[src/common/rct_consts.vh]
// constants for the reload/capture timer pair
`ifndef RCT_CONSTS_VH
`define RCT_CONSTS_VH
// ************************************
// register addresses
// ************************************
`define RCT_ADDR_CLKSEL     8'h8E
`define RCT_ADDR_T0_CTRL    8'hC8
`define RCT_ADDR_T0_RLL     8'hCA
`define RCT_ADDR_T0_RLH     8'hCB
`define RCT_ADDR_T0_CNTL    8'hCC
`define RCT_ADDR_T0_CNTH    8'hCD
`define RCT_ADDR_T1_CTRL    8'h91
`define RCT_ADDR_T1_RLL     8'h92
`define RCT_ADDR_T1_RLH     8'h93
`define RCT_ADDR_T1_CNTL    8'h94
`define RCT_ADDR_T1_CNTH    8'h95
// ************************************
// clock select fields
// ************************************
`define RCT_CS_T1_HIGH      7
`define RCT_CS_T1_LOW       6
`define RCT_CS_T0_HIGH      5
`define RCT_CS_T0_LOW       4
`define RCT_CS_LEG_ONE      3
`define RCT_CS_LEG_ZERO     2
`define RCT_CS_PRESC_MSB    1
`define RCT_CS_PRESC_LSB    0
`define RCT_CLKSEL_RESET    8'h00
// ************************************
// timer control fields
// ************************************
`define RCT_CT_HFLAG        7
`define RCT_CT_LFLAG        6
`define RCT_CT_LIEN         5
`define RCT_CT_CAPEN        4
`define RCT_CT_SPLIT        3
`define RCT_CT_RUN          2
`define RCT_CT_XSEL_MSB     1
`define RCT_CT_XSEL_LSB     0
`define RCT_CTRL_RESET      8'h00
`define RCT_RELOAD_RESET    16'h0000
`define RCT_COUNT_RESET     16'h0000
// ************************************
// prescaler counts
// ************************************
`define RCT_PRE_MOD         6'h2F
`define RCT_PRE_DIV4_MASK   6'h03
`define RCT_PRE_DIV12_A     6'h0B
`define RCT_PRE_DIV12_B     6'h17
`define RCT_PRE_DIV12_C     6'h23
`define RCT_OSC_DIV_LAST    3'h7
`endif

[src/rct_top.v]
// reload/capture timer pair with shared clock select register
//
// Overview of operation
// split clear: one 16-bit counter, one step per selected clock edge.
// 16-bit wrap from FFFF loads reload pair and sets high flag.
// interrupt on each 16-bit overflow when enabled.
// with low interrupt enable, also interrupt on low byte rollover.
// split set: two 8-bit halves, each reloading on its own overflow.
// low half reloads from low reload byte.
// high half reloads from high reload byte.
// in split, run bit gates high half only; low always counts.
// split: high rollover sets high flag, low rollover sets low flag.
// split: interrupt on high overflow, either half with low enable.
// flags never cleared by hardware; software clears and inspects both.
// capture enable makes counter run freely over full 16 bits.
// software keeps split clear while capture is on.
// capture input falling edge copies count to reload, sets high flag.
// capture input chosen per timer from two sources.
// bits 7/6 pick second timer high/low clock: external or system.
// bits 5/4 pick first timer high/low clock: external or system.
// bit 3 picks legacy timer one clock; ignored in counter mode.
// clock select register resets to zero.
// 16-bit modes use the low half clock for the whole counter.
// external clock choices: system_clock/12, comparator, oscillator/8.
// prescale field picks system_clock/12, /4, /48 or ext oscillator/8.
// async clock and capture inputs synchronised, edge counted once.
// hardware flag set wins over a same-cycle software write.
`timescale 1ns/1ps
module rct_top (
	// clock and reset
	input  wire       core_clk_i,
	input  wire       resetn_i,
	// special function register port
	input  wire [7:0] sfr_addr_i,
	input  wire       sfr_wr_i,
	input  wire [7:0] sfr_wdata_i,
	output reg  [7:0] sfr_rdata_o,
	// asynchronous source pins
	input  wire       cmp0_i,
	input  wire       cmp1_i,
	input  wire       slow_osc_i,
	input  wire       ext_osc_i,
	// capture source selects, one per timer
	input  wire [1:0] capture_select_i,
	// interrupt enables kept outside the block
	input  wire [1:0] timer_int_en_i,
	// legacy timer one mode and its pin tick
	input  wire       legacy_one_counter_mode_i,
	input  wire       legacy_one_pin_tick_i,
	// interrupt requests, one per timer
	output reg  [1:0] timer_irq_o,
	// legacy timer clock ticks
	output reg        legacy_zero_tick_o,
	output reg        legacy_one_tick_o
);
`include "rct_consts.vh"

	// ************************************
	// input synchronisers
	// ************************************

	// pin order: cmp0, cmp1, slow osc, ext osc
	wire [3:0] pin_raw = {ext_osc_i, slow_osc_i, cmp1_i, cmp0_i};
	reg  [3:0] sync1;
	reg  [3:0] sync2;
	reg  [3:0] sync3;
	reg  [3:0] pin_lvl;
	reg  [3:0] pin_lvl_d;
	wire [3:0] pin_rise = pin_lvl & ~pin_lvl_d;
	wire [3:0] pin_fall = ~pin_lvl & pin_lvl_d;

	genvar gp;
	generate
		for (gp = 0; gp < 4; gp = gp + 1) begin : g_pin
			// three stages, accept level once stages two and three agree
			always @(posedge core_clk_i) begin
				if (!resetn_i) begin
					sync1[gp]     <= 1'b0;
					sync2[gp]     <= 1'b0;
					sync3[gp]     <= 1'b0;
					pin_lvl[gp]   <= 1'b0;
					pin_lvl_d[gp] <= 1'b0;
				end else begin
					sync1[gp]     <= pin_raw[gp];
					sync2[gp]     <= sync1[gp];
					sync3[gp]     <= sync2[gp];
					pin_lvl_d[gp] <= pin_lvl[gp];
					if (sync2[gp] == sync3[gp]) begin
						pin_lvl[gp] <= sync3[gp];
					end
				end
			end
		end
	endgenerate

	// ************************************
	// oscillator dividers
	// ************************************

	// divide by 8 counts rising edges of the synchronised oscillator;
	// an oscillator near the system clock rate loses edges here
	reg  [2:0] slow_div;
	reg  [2:0] ext_div;
	wire       slow_div8_tick = pin_rise[2] && (slow_div == `RCT_OSC_DIV_LAST);
	wire       ext_div8_tick  = pin_rise[3] && (ext_div == `RCT_OSC_DIV_LAST);

	// the divided clocks fall when their counters wrap
	always @(posedge core_clk_i) begin
		if (!resetn_i) begin
			slow_div <= 3'h0;
			ext_div  <= 3'h0;
		end else begin
			if (pin_rise[2]) begin
				slow_div <= slow_div + 3'h1;
			end
			if (pin_rise[3]) begin
				ext_div <= ext_div + 3'h1;
			end
		end
	end

	// ************************************
	// system clock prescaler
	// ************************************

	// one modulo-48 counter serves all three ratios
	reg  [5:0] pre_cnt;
	wire       div48_tick = (pre_cnt == `RCT_PRE_MOD);
	wire       div4_tick  = ((pre_cnt & `RCT_PRE_DIV4_MASK) == `RCT_PRE_DIV4_MASK);
	wire       div12_tick = (pre_cnt == `RCT_PRE_DIV12_A) || (pre_cnt == `RCT_PRE_DIV12_B) ||
	                        (pre_cnt == `RCT_PRE_DIV12_C) || div48_tick;

	always @(posedge core_clk_i) begin
		if (!resetn_i) begin
			pre_cnt <= 6'h00;
		end else if (div48_tick) begin
			pre_cnt <= 6'h00;
		end else begin
			pre_cnt <= pre_cnt + 6'h01;
		end
	end

	// ************************************
	// clock select register
	// ************************************

	reg  [7:0] timer_clock_select;
	wire       wr_clksel = sfr_wr_i && (sfr_addr_i == `RCT_ADDR_CLKSEL);

	// clears to all zeros
	always @(posedge core_clk_i) begin
		if (!resetn_i) begin
			timer_clock_select <= `RCT_CLKSEL_RESET;
		end else if (wr_clksel) begin
			timer_clock_select <= sfr_wdata_i;
		end
	end

	// ************************************
	// legacy timer clocks
	// ************************************

	reg  presc_tick;
	wire [1:0] legacy_prescale_field =
		timer_clock_select[`RCT_CS_PRESC_MSB:`RCT_CS_PRESC_LSB];

	// prescale field choice
	always @* begin
		case (legacy_prescale_field)
			2'h0:    presc_tick = div12_tick;
			2'h1:    presc_tick = div4_tick;
			2'h2:    presc_tick = div48_tick;
			default: presc_tick = ext_div8_tick;
		endcase
	end

	// legacy ticks are registered, one cycle behind their source
	always @(posedge core_clk_i) begin
		if (!resetn_i) begin
			legacy_zero_tick_o <= 1'b0;
			legacy_one_tick_o  <= 1'b0;
		end else begin
			legacy_zero_tick_o <= timer_clock_select[`RCT_CS_LEG_ZERO] ? 1'b1 : presc_tick;
			// counter mode overrides the clock select bit
			if (legacy_one_counter_mode_i) begin
				legacy_one_tick_o <= legacy_one_pin_tick_i;
			end else begin
				legacy_one_tick_o <= timer_clock_select[`RCT_CS_LEG_ONE] ? 1'b1 : presc_tick;
			end
		end
	end

	// ************************************
	// per-timer sources
	// ************************************

	wire [7:0]  ctrl   [0:1];
	wire [15:0] reload [0:1];
	wire [15:0] count  [0:1];
	wire [7:0]  addr_ctrl [0:1];
	wire [7:0]  addr_rll  [0:1];
	wire [7:0]  addr_rlh  [0:1];
	wire [7:0]  addr_cntl [0:1];
	wire [7:0]  addr_cnth [0:1];
	reg  [1:0]  ext_tick;
	reg  [1:0]  cap_evt;
	wire [1:0]  tick_low;
	wire [1:0]  tick_high;

	assign addr_ctrl[0] = `RCT_ADDR_T0_CTRL;
	assign addr_rll[0]  = `RCT_ADDR_T0_RLL;
	assign addr_rlh[0]  = `RCT_ADDR_T0_RLH;
	assign addr_cntl[0] = `RCT_ADDR_T0_CNTL;
	assign addr_cnth[0] = `RCT_ADDR_T0_CNTH;
	assign addr_ctrl[1] = `RCT_ADDR_T1_CTRL;
	assign addr_rll[1]  = `RCT_ADDR_T1_RLL;
	assign addr_rlh[1]  = `RCT_ADDR_T1_RLH;
	assign addr_cntl[1] = `RCT_ADDR_T1_CNTL;
	assign addr_cnth[1] = `RCT_ADDR_T1_CNTH;

	// external clock choice per timer; code 3 gives no tick
	always @* begin
		case (ctrl[0][`RCT_CT_XSEL_MSB:`RCT_CT_XSEL_LSB])
			2'h0:    ext_tick[0] = div12_tick;
			2'h1:    ext_tick[0] = pin_rise[0];
			2'h2:    ext_tick[0] = slow_div8_tick;
			default: ext_tick[0] = 1'b0;
		endcase
		case (ctrl[1][`RCT_CT_XSEL_MSB:`RCT_CT_XSEL_LSB])
			2'h0:    ext_tick[1] = div12_tick;
			2'h1:    ext_tick[1] = ext_div8_tick;
			2'h2:    ext_tick[1] = pin_rise[1];
			default: ext_tick[1] = 1'b0;
		endcase
	end

	// capture source: select 1 takes the first listed source
	always @* begin
		cap_evt[0] = capture_select_i[0] ? pin_fall[0] : slow_div8_tick;
		cap_evt[1] = capture_select_i[1] ? ext_div8_tick : pin_fall[1];
	end

	// first timer half clocks
	assign tick_low[0]  = timer_clock_select[`RCT_CS_T0_LOW] ? 1'b1 : ext_tick[0];
	assign tick_high[0] = timer_clock_select[`RCT_CS_T0_HIGH] ? 1'b1 : ext_tick[0];
	// second timer half clocks
	assign tick_low[1]  = timer_clock_select[`RCT_CS_T1_LOW] ? 1'b1 : ext_tick[1];
	assign tick_high[1] = timer_clock_select[`RCT_CS_T1_HIGH] ? 1'b1 : ext_tick[1];

	// ************************************
	// timer instances
	// ************************************

	genvar gt;
	generate
		for (gt = 0; gt < 2; gt = gt + 1) begin : g_tmr
			// the core takes the low tick for 16-bit modes
			rct_timer u_timer (
				.core_clk_i  (core_clk_i),
				.resetn_i    (resetn_i),
				.wr_ctrl_i   (sfr_wr_i && (sfr_addr_i == addr_ctrl[gt])),
				.wr_rll_i    (sfr_wr_i && (sfr_addr_i == addr_rll[gt])),
				.wr_rlh_i    (sfr_wr_i && (sfr_addr_i == addr_rlh[gt])),
				.wr_cntl_i   (sfr_wr_i && (sfr_addr_i == addr_cntl[gt])),
				.wr_cnth_i   (sfr_wr_i && (sfr_addr_i == addr_cnth[gt])),
				.wdata_i     (sfr_wdata_i),
				.tick_low_i  (tick_low[gt]),
				.tick_high_i (tick_high[gt]),
				.cap_evt_i   (cap_evt[gt]),
				.ctrl_o      (ctrl[gt]),
				.reload_o    (reload[gt]),
				.count_o     (count[gt])
			);

			// request follows the sticky flags
			always @(posedge core_clk_i) begin
				if (!resetn_i) begin
					timer_irq_o[gt] <= 1'b0;
				end else begin
					timer_irq_o[gt] <= timer_int_en_i[gt] &&
						(ctrl[gt][`RCT_CT_HFLAG] ||
						(ctrl[gt][`RCT_CT_LIEN] && ctrl[gt][`RCT_CT_LFLAG]));
				end
			end
		end
	endgenerate

	// ************************************
	// register read port
	// ************************************

	reg [7:0] next_rdata;

	// unmapped addresses read as zero
	always @* begin
		case (sfr_addr_i)
			`RCT_ADDR_CLKSEL:  next_rdata = timer_clock_select;
			`RCT_ADDR_T0_CTRL: next_rdata = ctrl[0];
			`RCT_ADDR_T0_RLL:  next_rdata = reload[0][7:0];
			`RCT_ADDR_T0_RLH:  next_rdata = reload[0][15:8];
			`RCT_ADDR_T0_CNTL: next_rdata = count[0][7:0];
			`RCT_ADDR_T0_CNTH: next_rdata = count[0][15:8];
			`RCT_ADDR_T1_CTRL: next_rdata = ctrl[1];
			`RCT_ADDR_T1_RLL:  next_rdata = reload[1][7:0];
			`RCT_ADDR_T1_RLH:  next_rdata = reload[1][15:8];
			`RCT_ADDR_T1_CNTL: next_rdata = count[1][7:0];
			`RCT_ADDR_T1_CNTH: next_rdata = count[1][15:8];
			default:           next_rdata = 8'h00;
		endcase
	end

	// read data registered: valid one cycle after the address
	always @(posedge core_clk_i) begin
		if (!resetn_i) begin
			sfr_rdata_o <= 8'h00;
		end else begin
			sfr_rdata_o <= next_rdata;
		end
	end

endmodule

[src/rct_timer.v]
// one 16-bit reload/capture timer with split mode
`timescale 1ns/1ps
module rct_timer (
	// clock and reset
	input  wire        core_clk_i,
	input  wire        resetn_i,
	// register writes
	input  wire        wr_ctrl_i,
	input  wire        wr_rll_i,
	input  wire        wr_rlh_i,
	input  wire        wr_cntl_i,
	input  wire        wr_cnth_i,
	input  wire [7:0]  wdata_i,
	// count ticks and capture event
	input  wire        tick_low_i,
	input  wire        tick_high_i,
	input  wire        cap_evt_i,
	// register state
	output reg  [7:0]  ctrl_o,
	output reg  [15:0] reload_o,
	output reg  [15:0] count_o
);
`include "rct_consts.vh"
	wire       split    = ctrl_o[`RCT_CT_SPLIT];
	wire       run      = ctrl_o[`RCT_CT_RUN];
	wire       cap_en   = ctrl_o[`RCT_CT_CAPEN];
	wire       low_full = (count_o[7:0] == 8'hFF);
	wire       hi_full  = (count_o[15:8] == 8'hFF);
	// 16-bit counting
	wire       tick16   = !split && run && tick_low_i;
	// low half free runs, high gated
	wire       tick_lo8 = split && tick_low_i;
	wire       tick_hi8 = split && run && tick_high_i;
	wire       wrap16   = tick16 && low_full && hi_full;
	// half overflow events
	wire       set_h    = (tick_hi8 && hi_full) || (wrap16 && !cap_en) || (cap_en && cap_evt_i);
	wire       set_l    = (tick_lo8 || tick16) && low_full;
	reg  [7:0] next_ctrl;
	// control register; hardware set wins
	always @* begin
		next_ctrl = wr_ctrl_i ? wdata_i : ctrl_o;
		// set beats clear
		if (set_h) begin
			next_ctrl[`RCT_CT_HFLAG] = 1'b1;
		end
		if (set_l) begin
			next_ctrl[`RCT_CT_LFLAG] = 1'b1;
		end
	end
	// flags cleared only by software write
	always @(posedge core_clk_i) begin
		if (!resetn_i) begin
			ctrl_o <= `RCT_CTRL_RESET;
		end else begin
			ctrl_o <= next_ctrl;
		end
	end
	// reload pair; capture beats a software write
	always @(posedge core_clk_i) begin
		if (!resetn_i) begin
			reload_o <= `RCT_RELOAD_RESET;
		end else if (cap_en && cap_evt_i) begin
			// capture current count
			reload_o <= count_o;
		end else begin
			if (wr_rll_i) begin
				reload_o[7:0] <= wdata_i;
			end
			if (wr_rlh_i) begin
				reload_o[15:8] <= wdata_i;
			end
		end
	end
	// counter; software write of a byte wins that byte
	always @(posedge core_clk_i) begin
		if (!resetn_i) begin
			count_o <= `RCT_COUNT_RESET;
		end else begin
			if (wr_cntl_i) begin
				count_o[7:0] <= wdata_i;
			end else if (tick_lo8) begin
				// low half reload
				count_o[7:0] <= low_full ? reload_o[7:0] : count_o[7:0] + 8'h01;
			end else if (tick16) begin
				count_o[7:0] <= (wrap16 && !cap_en) ? reload_o[7:0] : count_o[7:0] + 8'h01;
			end
			if (wr_cnth_i) begin
				count_o[15:8] <= wdata_i;
			end else if (tick_hi8) begin
				// high half reload
				count_o[15:8] <= hi_full ? reload_o[15:8] : count_o[15:8] + 8'h01;
			end else if (tick16 && low_full) begin
				// reload, or free wrap in capture
				count_o[15:8] <= (wrap16 && !cap_en) ? reload_o[15:8] : count_o[15:8] + 8'h01;
			end
		end
	end
endmodule

[config.mk]
export PLATFORM = sky130hd
export DESIGN_NAME = rct_top
export DESIGN_NICKNAME = d
export VERILOG_FILES = /design/src/rct_top.v /design/src/rct_timer.v
export VERILOG_INCLUDE_DIRS = /design/src /design/src/common
export SDC_FILE = /design/constraint.sdc
export NUM_CORES = 1
export LEC_CHECK = 0
export ABC_AREA = 1
export ABC_CLOCK_PERIOD_IN_PS = 4450
export BUFFER_PORTS_ARGS = -buffer_cell sky130_fd_sc_hd__buf_2
export CAP_MARGIN = 20
export CORE_ASPECT_RATIO = 1.4
export CORE_MARGIN = 3
export CORE_UTILIZATION = 25
export CTS_BUF_LIST = sky130_fd_sc_hd__clkbuf_2
export DETAILED_ROUTE_END_ITERATION = 16
export SYNTH_ARGS = -nofsm -noshare
export SYNTH_HDL_FRONTEND = slang
export SYNTH_HIERARCHICAL = 1
export SYNTH_SLANG_ARGS = --single-unit
[constraint.sdc]
create_clock -name core_clk_i -period 4.45 [get_ports core_clk_i]
set_clock_uncertainty 0.2 [all_clocks]
set_input_delay 0.2225 -clock core_clk_i [delete_from_list [all_inputs] [get_ports core_clk_i]]
set_output_delay 0.2225 -clock core_clk_i [all_outputs]
set_load 0.02 [all_outputs]
==> impl_metrics.tcl, run 1 <==
set metrics [dict create \
    maxCapViolations 0 \
    crit_path_start_kind "input pin" \
    p_per_area_nw_per_um2 243 \
    drc 0 \
    io_buffers 40 \
    grt_pass1_wl_um 40700 \
    rsz0062_at_grt "no" \
    final-seq-area_um2 2640 \
    crit_path_frequent_cell "dlygate4sd3_1" \
    syn_nets 1251 \
    vias 8104 \
    tightest_slew_ns 0.833 \
    max_stage_delay_ns 0.65 \
    drt-pass1-iter-count 6 \
    cts_tree "yes" \
    clkTransAtPathRegs_ns 0.26 \
    min_period_over_period_pct 84.7 \
    coreArea_um2 30200 \
    grt_pass1_vias 7756 \
    status "complete, no violations" \
    cts_setup_buffers 0 \
    clockBufferDepth 2 \
    cp.arrival_ns 4.28 \
    ys_types 36 \
    max-vdd-ir-drop_v 0.000105 \
    worstRegToRegCells 13 \
    die-area_um2 33100 \
    fillers 3363 \
    ant_nets 0 \
    design_area_um2 9100 \
    rows 75 \
    hold_buffers 54 \
    cts-buffers-inserted 17 \
    finalWorstSetupSlack_ns 0.679 \
    start_util_pct 25.6 \
    drt_iter0_markers 703 \
    fin_nets 1334 \
    cellLeakagePower_nw 4.34 \
    min_path_cells 7 \
    clk_latency_ns 0.76 \
    post-place-ws_ns 1.49 \
    grt_max_degree 82 \
    htreeDepth 4 \
    slowest_stage "dlygate4sd3_1" \
    multi_input_area_um2 4200 \
    max_freq_mhz 265 \
    io_pins 41 \
    avgSynthCellArea_um2 6.38 \
    die_h_um 214 \
    synth_area_um2 7730 \
    ys_warn_count 6 \
    relSlewSlack_pct 44.5 \
    syn2layout_area_growth_pct 17.7 \
    dp_cells 1607 \
    die_w_um 155 \
    cts_sinks 132 \
    cp_max_fo 10 \
    finalCriticalPeriod_ns 3.77 \
    fin_setup_tns_ns 0 \
    antenna_found_initial 1 \
    hold_class "input pin to flip-flop" \
    ys_seq_area_share_pct 34.2 \
    cts.repair.resized 0 \
    dpl.hpwl_um 18500 \
    wl_per_cell_um 15.3 \
    vias_per_cell 4.78 \
    synth_edf_count 0 \
    end_kind "flip-flop" \
    crit_chain "dlygate4sd3_1 -> buf_2 -> inv_2 -> nand2_2 -> dlygate4sd3_1 -> nor2_2 -> dlygate4sd3_1 -> nand2_1 -> dlygate4sd3_1 -> nor2_1 -> inv_2 -> o21ai_1 -> inv_2 -> nand2_4 -> inv_1 -> nor2_1 -> nand2_1 -> a21oi_1" \
    setup_viol_count_final 0 \
    cp_data_required_time_ns 4.95 \
    cts_root_buffer "clkbuf_2" \
    slew_violations 0 \
    grt_util_all_layers_pct 15.4 \
    hold_viol_final 0 \
    place_area_um2 8270 \
    drive_above_1_share_pct 10.6 \
    critical_path_class "input pin to flip-flop" \
    yosys_register_bits 132 \
    overflow 0 \
    wirelength_um 25900 \
    gp_congestion 0.910 \
    finalNonFillerCells 1694 \
    synth-main-ff-cell "dfxtp_1" \
    synthArstFlopShare_pct 0 \
    synth_cells 1212 \
]
[placed cells by master, fill, tap and decap left out, types with 15 or more instances in the layout]
master,n
a21oi_1,59
buf_2,39
clkbuf_2,17
dfxtp_1,132
dlygate4sd3_1,54
inv_1,172
inv_2,15
nand2_1,305
nand3_1,174
nor2_1,119
o21ai_0,60
o221ai_1,18
[state kept, by name (all words and copies together) (netlist names)]
signal	cells
sync1	4
g_tmr.u_timer/ctrl_o	16
sync3	4
legacy_one_tick_o	1
g_tmr.u_timer/reload_o	32
ext_div	3
g_tmr.u_timer/count_o	32
sync2	4
timer_clock_select	8
legacy_zero_tick_o	1
slow_div	3
pre_cnt	6
sfr_rdata_o	8
timer_irq_o	2
pin_lvl	4
pin_lvl_d	4
[per-stage QoR]
step	util, %	hold slack (ns)	power (mW)
2_1_floorplan	-	0.120	1.28
3_3_place_gp	27.4	0.193	1.34
3_5_place_dp	27.4	0.202	1.34
4_1_cts	30.1	0.00343	2.24
5_1_grt	30.1	0.0622	2.30
6_report	30.1	0.0998	2.21
[worst max-delay path: cells and delay by family]
family,cells,cell delay [ns]
AOI/OAI and AO/OA,2,0.25
buffers and inverters,9,2.87
and+or+nand+nor,7,0.93
[cells by family after synthesis]
group | share of synthesized area (%)
and+or+nand+nor | 38.4
buffers and inverters | 11.6
AOI/OAI and AO/OA | 12.1
DFF | 34.2
xor gates and xnor gates | 2.15
adders and majority gates | 1.62
[synth_stat cells (2+ instances only)]
master / number / area [um2]
a21oi_1: 59 / 295
a31oi_1: 7 / 43.8
and3_1: 2 / 12.5
buf_1: 2 / 7.51
buf_2: 6 / 30.0
buf_4: 7 / 52.6
buf_6: 3 / 33.8
clkbuf_1: 18 / 67.6
dfxtp_1: 132 / 2640
ha_1: 10 / 125
inv_1: 172 / 646
inv_2: 15 / 56.3
nand2_1: 305 / 1140
nand2_2: 10 / 62.6
nand2_4: 9 / 101
nand3_1: 174 / 871
nand3_2: 2 / 20.0
nand3b_1: 2 / 15.0
nor2_1: 119 / 447
nor2_2: 13 / 81.3
nor2_4: 11 / 124
nor3_1: 2 / 10.0
nor4_1: 9 / 56.3
o21ai_0: 60 / 300
o21ai_1: 9 / 45.0
o21bai_1: 4 / 30.0
o221ai_1: 18 / 158
o22ai_1: 6 / 37.5
o311ai_1: 2 / 17.5
xnor2_1: 6 / 52.6
xor2_1: 13 / 114
[path summary, 6_finish.rpt]
path                                  endpoint     startpoint  slack, ns
hold / removal           timer_clock_select[0]  sfr_addr_i[7]        0.1
hold reg to reg                       sync2[1]       sync1[1]       0.24
setup reg to reg  g_tmr[1].u_timer/reload_o[0]     ext_div[0]       1.55
setup / recovery  g_tmr[0].u_timer/count_o[15]  sfr_addr_i[5]       0.68
[per-layer routing]
| metal | global-route usage, % | share of wire, % |
|---|---|---|
| met4 | 6.80 | 4.2 |
| met3 | 2.24 | 5.5 |
| met2 | 27.0 | 49 |
| met5 | 0 | 0 |
| met1 | 18.5 | 41 |
[report_power, final]
group | total, mW | switching, mW | internal (mW)
logic | 0.148 | 0.0969 | 0.0510
registers | 1.20 | 0.00584 | 1.19
clock network | 0.866 | 0.565 | 0.301
total | 2.21 | 0.667 | 1.55
[area by class of cell]
cell class	count	area share, %
diodes	1	0.0275
clock buffers	17	0.935
clock inverters	15	2.21
inverters	187	7.71
multi-input cells	857	46.1
flip-flops and latches	132	29.0
well taps	385	5.29
repair buffers	100	8.66
Note: power is estimated with default switching activity, not from simulation.
==> run 2: changes to the inputs <==
--- a/config.mk
+++ b/config.mk
@@ -7,7 +7,7 @@
 export NUM_CORES = 1
 export LEC_CHECK = 0
 export ABC_AREA = 1
-export ABC_CLOCK_PERIOD_IN_PS = 4450
+export ABC_CLOCK_PERIOD_IN_PS = 3850
 export BUFFER_PORTS_ARGS = -buffer_cell sky130_fd_sc_hd__buf_2
 export CAP_MARGIN = 20
 export CORE_ASPECT_RATIO = 1.4
==> constraint.sdc (replaced) <==
create_clock -name core_clk_i -period 3.85 [get_ports core_clk_i]
set_clock_uncertainty 0.2 [all_clocks]
set_input_delay 0.1925 -clock core_clk_i [delete_from_list [all_inputs] [get_ports core_clk_i]]
set_output_delay 0.1925 -clock core_clk_i [all_outputs]
set_load 0.02 [all_outputs]
==> run 2 against run 1 <==
  * Clock power grew 2.5%
  * Combinational power up 20%
  * Final cell count is 0.53% higher
  * Global-route usage increased by 0.56 points
  * Highest routed layer unchanged
==> impl_metrics.tcl, run 2 (synthesis results as in run 1) <==
set metrics [dict create \
    finalNonFillerCells 1703 \
    reg2reg_from "pre_cnt[0]" \
    p_per_area_nw_per_um2 268 \
    cts_sinks 132 \
    clkTransAtPathRegs_ns 0.21 \
    relSlewSlack_pct 43.5 \
    critical_path_class "input pin to flip-flop" \
    layout_common_cells "nand2_1, nand3_1, inv_1" \
    combinationalPowerShare_pct 7.2 \
    clockBufferDepth 2 \
    worstRegToRegCells 19 \
    ant_nets 0 \
    hold_viol_final 0 \
    cp_data_required_time_ns 4.36 \
    whs_ns 0.149 \
    p_sw_mw 0.700 \
    cts-buffers-inserted 17 \
    crit_path_start_kind "input pin" \
    seqPwrFrac_pct 56.6 \
    cp.arrival_ns 4.09 \
    start_util_pct 25.6 \
    switching_share_pct 28.6 \
    htreeDepth 4 \
    cts_setup_buffers 0 \
    end_kind "flip-flop" \
    grt_max_degree 80 \
    finalWorstSetupSlack_ns 0.271 \
    r2r-end "g_tmr[0].u_timer/count_o[6]" \
    fillers 3352 \
    overflow 0 \
    rows 75 \
    wirelength_um 26700 \
    dpl.hpwl_um 19200 \
    die_w_um 155 \
    drt-pass1-iter-count 8 \
    final_common_cell "nand2_1" \
    hold_class "input pin to flip-flop" \
    power_frac_clock_pct 36.2 \
    max_freq_mhz 279 \
    grt_pass1_wl_um 42000 \
    place_area_um2 8300 \
    setup_viol_count_final 0 \
    gp_congestion 0.969 \
    cp_max_fo 11 \
    cellLeakagePower_nw 4.36 \
    cts_root_buffer "clkbuf_2" \
    coreArea_um2 30200 \
    clk_latency_ns 0.76 \
    p_int_mw 1.75 \
    drive_above_1_share_pct 10.8 \
    vias_per_cell 4.87 \
    syn2layout_area_growth_pct 18.1 \
    io_pins 41 \
    fin_nets 1343 \
    grt_pass1_vias 7920 \
    io_buffers 40 \
    grt_util_all_layers_pct 15.9 \
    slew_violations 0 \
    vias 8296 \
    design_area_um2 9140 \
    min_from "sfr_addr_i[7]" \
    final-seq-area_um2 2640 \
    maxCapViolations 0 \
    dp_cells 1611 \
    largestRegisters "g_tmr.u_timer/count_o (32), g_tmr.u_timer/reload_o (32), g_tmr.u_timer/ctrl_o (16)" \
    reg2reg_slack_ns 1.23 \
    die_h_um 214 \
    status "complete, no violations" \
    tightest_slew_ns 0.847 \
    min_path_cells 8 \
    rsz0062_at_grt "no" \
    drc 0 \
    antenna_found_initial 1 \
    wl_per_cell_um 15.7 \
    post-place-ws_ns 1.16 \
    finalCriticalPeriod_ns 3.58 \
    multi_input_area_um2 4200 \
    min_to "timer_clock_select[2]" \
    max-vdd-ir-drop_v 0.000145 \
    cts_tree "yes" \
    die-area_um2 33100 \
    drt_iter0_markers 663 \
    fin_setup_tns_ns 0 \
    min_period_over_period_pct 93.0 \
]
==> run 2: cell count changes in the layout (fill, tap and decap cells not counted) <==
cell           change
buf_4              +4
clkinv_8           -1
inv_8              -8
inv_6              +1
dlygate4sd3_1      +5
clkbuf_2           +1
clkinv_4           +3
clkinv_2           +2
clkinvlp_4         +1
clkinv_1           +1
==> run 2: how the worst max path moves through the flow <==
stage,start,endpoint,slack (ns),cells after the start
CTS,sfr_addr_i[4],timer_clock_select[0],0.37,13
detailed placement,sfr_addr_i[4],g_tmr[0].u_timer/count_o[0],1.16,12
floorplan,pin_lvl[2],g_tmr[0].u_timer/count_o[0],1.64,16
global route,sfr_addr_i[4],timer_clock_select[0],0.18,13
global placement,sfr_addr_i[4],g_tmr[0].u_timer/count_o[0],1.18,12
finish,sfr_addr_i[4],timer_clock_select[0],0.27,13
==> run 2: power by group through the flow <==
stage / Combinational [mW] / Clock [mW] / Sequential [mW]
2_1_floorplan: 0.0674 / 0 / 1.41
3_3_place_gp: 0.135 / 0 / 1.41
3_5_place_dp: 0.136 / 0 / 1.41
4_1_cts: 0.174 / 0.917 / 1.39
5_1_grt: 0.191 / 0.970 / 1.39
6_report: 0.177 / 0.888 / 1.39
==> run 2: metrics by stage <==
stage,power [mW],util (%)
final,2.45,30.2
after global routing,2.55,30.2
after CTS,2.48,30.2
after detailed placement,1.55,27.5
after global placement,1.55,27.5
after floorplan,1.48,-
==> run 2: critical path, cell delays in order <==
cell,delay (ns)
dlygate4sd3_1,0.53
buf_2,0.13
inv_1,0.06
nand2_2,0.06
dlygate4sd3_1,0.65
nor2_4,0.22
dlygate4sd3_1,0.65
nand2_4,0.07
nor2_4,0.10
inv_2,0.09
dlygate4sd3_1,0.64
a21oi_1,0.16
dlygate4sd3_1,0.55
==> run 2: cell type report <==
cell class | count | share of cell area [%]
antenna | 1 | 0.0274
inverter | 187 | 7.68
timing repair buffer | 109 | 9.50
multi-input combinational | 857 | 45.9
sequential | 132 | 28.9
clock buffer | 18 | 0.986
clock inverter | 14 | 1.66
tap | 385 | 5.27
==> run 2: layer usage <==
metal	track usage (%)	up-vias	routed length, um
met5	0	-	0
met4	8.75	0	1470
met3	2.62	87	1480
met2	27.9	289	13000
met1	18.3	3843	10700
li1	-	4077	-
==> run 2: what timing repair did <==
item | in CTS | in global routing
setup endpoints to repair | 0 | 0
hold buffers | 59 | 0
hold endpoints to repair | 124 | 0
resized for setup | 0 | 0
==> run 3: changes to the inputs <==
--- a/config.mk
+++ b/config.mk
@@ -15,6 +15,7 @@
 export CORE_UTILIZATION = 25
 export CTS_BUF_LIST = sky130_fd_sc_hd__clkbuf_2
 export DETAILED_ROUTE_END_ITERATION = 16
+export PLACE_DENSITY = 0.45
 export SYNTH_ARGS = -nofsm -noshare
 export SYNTH_HDL_FRONTEND = slang
 export SYNTH_HIERARCHICAL = 1
==> run 3 against run 2 <==
  * Sequential cell count is the same
  * Fmax grew 2.6%
  * Die area is the same
  * Critical path depth grew 1
  * Register-to-register slack lost 0.47 ns
  * Hold slack gained 0.0027 ns
  * Clock power shrank 3.3%
  * Sequential power is essentially flat
  * Largest cell class unchanged
==> impl_metrics.tcl, run 3 (synthesis results as in run 1) <==
set metrics [dict create \
    status "complete, no violations" \
    drt_iter0_markers 473 \
    dpl.hpwl_um 20600 \
    final_common_cell "nand2_1" \
    reg2reg_slack_ns 0.76 \
    grt_pass1_vias 7874 \
    die-area_um2 33100 \
    wirelength_um 28300 \
    io_pins 41 \
    hold_viol_final 0 \
    power_frac_clock_pct 35.4 \
    grt_max_degree 58 \
    wl_met3_um 1120 \
    setup_viol_count_final 0 \
    reg2reg_from "ext_div[0]" \
    slew_violations 0 \
    gp_congestion 0.887 \
    wl_met1_um 11300 \
    cts_tree "yes" \
    fin_setup_tns_ns 0 \
    critical_path_class "input pin to flip-flop" \
    clockBufferDepth 2 \
    antenna_found_initial 1 \
    p_total_mw 2.43 \
    combinationalPowerShare_pct 7.5 \
    drt-pass1-iter-count 7 \
    clkTransAtPathRegs_ns 0.27 \
    hold_class "input pin to flip-flop" \
    vias_per_cell 4.69 \
    wl_per_cell_um 16.6 \
    maxCapViolations 0 \
    drive_above_1_share_pct 10.7 \
    cellLeakagePower_nw 4.36 \
    routed-wl-met2_um 14900 \
    min_to "g_tmr[1].u_timer/ctrl_o[5]" \
    maxUsedRoutingLayer "met4" \
    tightest_slew_ns 0.902 \
    p_per_area_nw_per_um2 265 \
    cts_sinks 132 \
    syn2layout_area_growth_pct 18.6 \
    rsz0062_at_grt "no" \
    io_buffers 40 \
    ant_nets 0 \
    rows 75 \
    fillers 3400 \
    min_from "sfr_wdata_i[5]" \
    final_util_pct 30.3 \
    drc 0 \
    p_int_mw 1.65 \
    max_freq_mhz 287 \
    switching_share_pct 32.2 \
    design_area_um2 9170 \
    finalCriticalPeriod_ns 3.49 \
    coreArea_um2 30200 \
    vias 8000 \
    final-seq-area_um2 2640 \
    cp_max_fo 15 \
    seqPwrFrac_pct 57.1 \
    largestRegisters "g_tmr.u_timer/count_o (32), g_tmr.u_timer/reload_o (32), g_tmr.u_timer/ctrl_o (16)" \
    layout_common_cells "nand2_1, nand3_1, inv_1" \
    crit_path_start_kind "input pin" \
    min_path_cells 4 \
    grt_util_all_layers_pct 17.2 \
    grt_pass1_wl_um 44300 \
    cp.arrival_ns 4.06 \
    cp_data_required_time_ns 4.42 \
    die_w_um 155 \
    die_h_um 214 \
    clk_latency_ns 0.85 \
    p_sw_mw 0.781 \
    worstRegToRegCells 13 \
    place_area_um2 8290 \
    multi_input_area_um2 4210 \
    cts_root_buffer "clkbuf_2" \
    start_util_pct 25.6 \
    end_kind "flip-flop" \
    post-place-ws_ns 1.05 \
    min_period_over_period_pct 90.6 \
    cts_setup_buffers 0 \
    overflow 0 \
    r2r-end "g_tmr[1].u_timer/count_o[4]" \
    relSlewSlack_pct 39.3 \
    max-vdd-ir-drop_v 0.000126 \
    htreeDepth 4 \
    finalWorstSetupSlack_ns 0.363 \
    fin_nets 1347 \
    cts-buffers-inserted 17 \
]
==> run 3: cell types whose count changed in the layout (fill, tap and decap cells not counted), moves of 2 or more <==
cell / delta
clkinv_2: -2
inv_8: +5
buf_4: -2
bufinv_16: -2
dlygate4sd3_1: +6
==> run 3: stage by stage <==
step	hold slack, ns	std cells
finish	0.151	1707
global route	0.0949	1707
CTS	0.0128	1706
detailed placement	0.185	1609
global placement	0.180	1609
floorplan	0.0901	1212
==> run 3: critical path: stages <==
cell           delay [ns]
dlygate4sd3_1        0.53
buf_2                0.12
inv_1                0.04
nand2_1              0.07
dlygate4sd3_1        0.65
nor2_4               0.26
nand2_4              0.06
dlygate4sd3_1        0.60
nor2_4               0.11
inv_2                0.12
o21ai_1              0.14
dlygate4sd3_1        0.57
a21oi_1              0.04
dlygate4sd3_1        0.55
==> run 3: power by group through the flow <==
stage	Clock, mW	Sequential (mW)	Combinational (mW)
global placement	0	1.41	0.141
finish	0.859	1.39	0.181
detailed placement	0	1.41	0.141
floorplan	0	1.41	0.0674
CTS	0.912	1.39	0.180
global route	0.957	1.39	0.197
==> run 3: cell type report <==
type | count | area share (%)
multi-input cells | 857 | 45.9
flip-flops and latches | 132 | 28.8
repair buffers | 113 | 9.96
inverters | 187 | 7.66
well taps | 385 | 5.25
clock inverters | 15 | 1.49
clock buffers | 17 | 0.928
diodes | 1 | 0.0273
==> run 3: what timing repair did <==
action,in CTS,in global routing
hold buffers,65,1
hold endpoints to repair,131,1
setup endpoints to repair,0,8
gates resized for setup,0,2
==> run 3: routing by layer <==
metal  GRT usage (%)  vias to the layer above
met4            6.63                        0
met1            19.5                     3723
met5               0                        -
met2            31.5                      155
met3            3.05                       45
li1                -                     4077
==> run 3: worst max-delay path by stage <==
stage | from | to | cells past startpoint | slack (ns)
3_5_place_dp | sfr_addr_i[4] | g_tmr[0].u_timer/ctrl_o[7] | 10 | 1.05
3_3_place_gp | sfr_addr_i[4] | g_tmr[0].u_timer/ctrl_o[7] | 10 | 0.98
2_1_floorplan | pin_lvl[2] | g_tmr[0].u_timer/count_o[0] | 16 | 1.64
5_1_grt | sfr_addr_i[4] | g_tmr[0].u_timer/ctrl_o[2] | 13 | 0.18
4_1_cts | sfr_addr_i[4] | g_tmr[0].u_timer/count_o[15] | 18 | 0.01
6_report | sfr_addr_i[6] | timer_clock_select[7] | 14 | 0.36
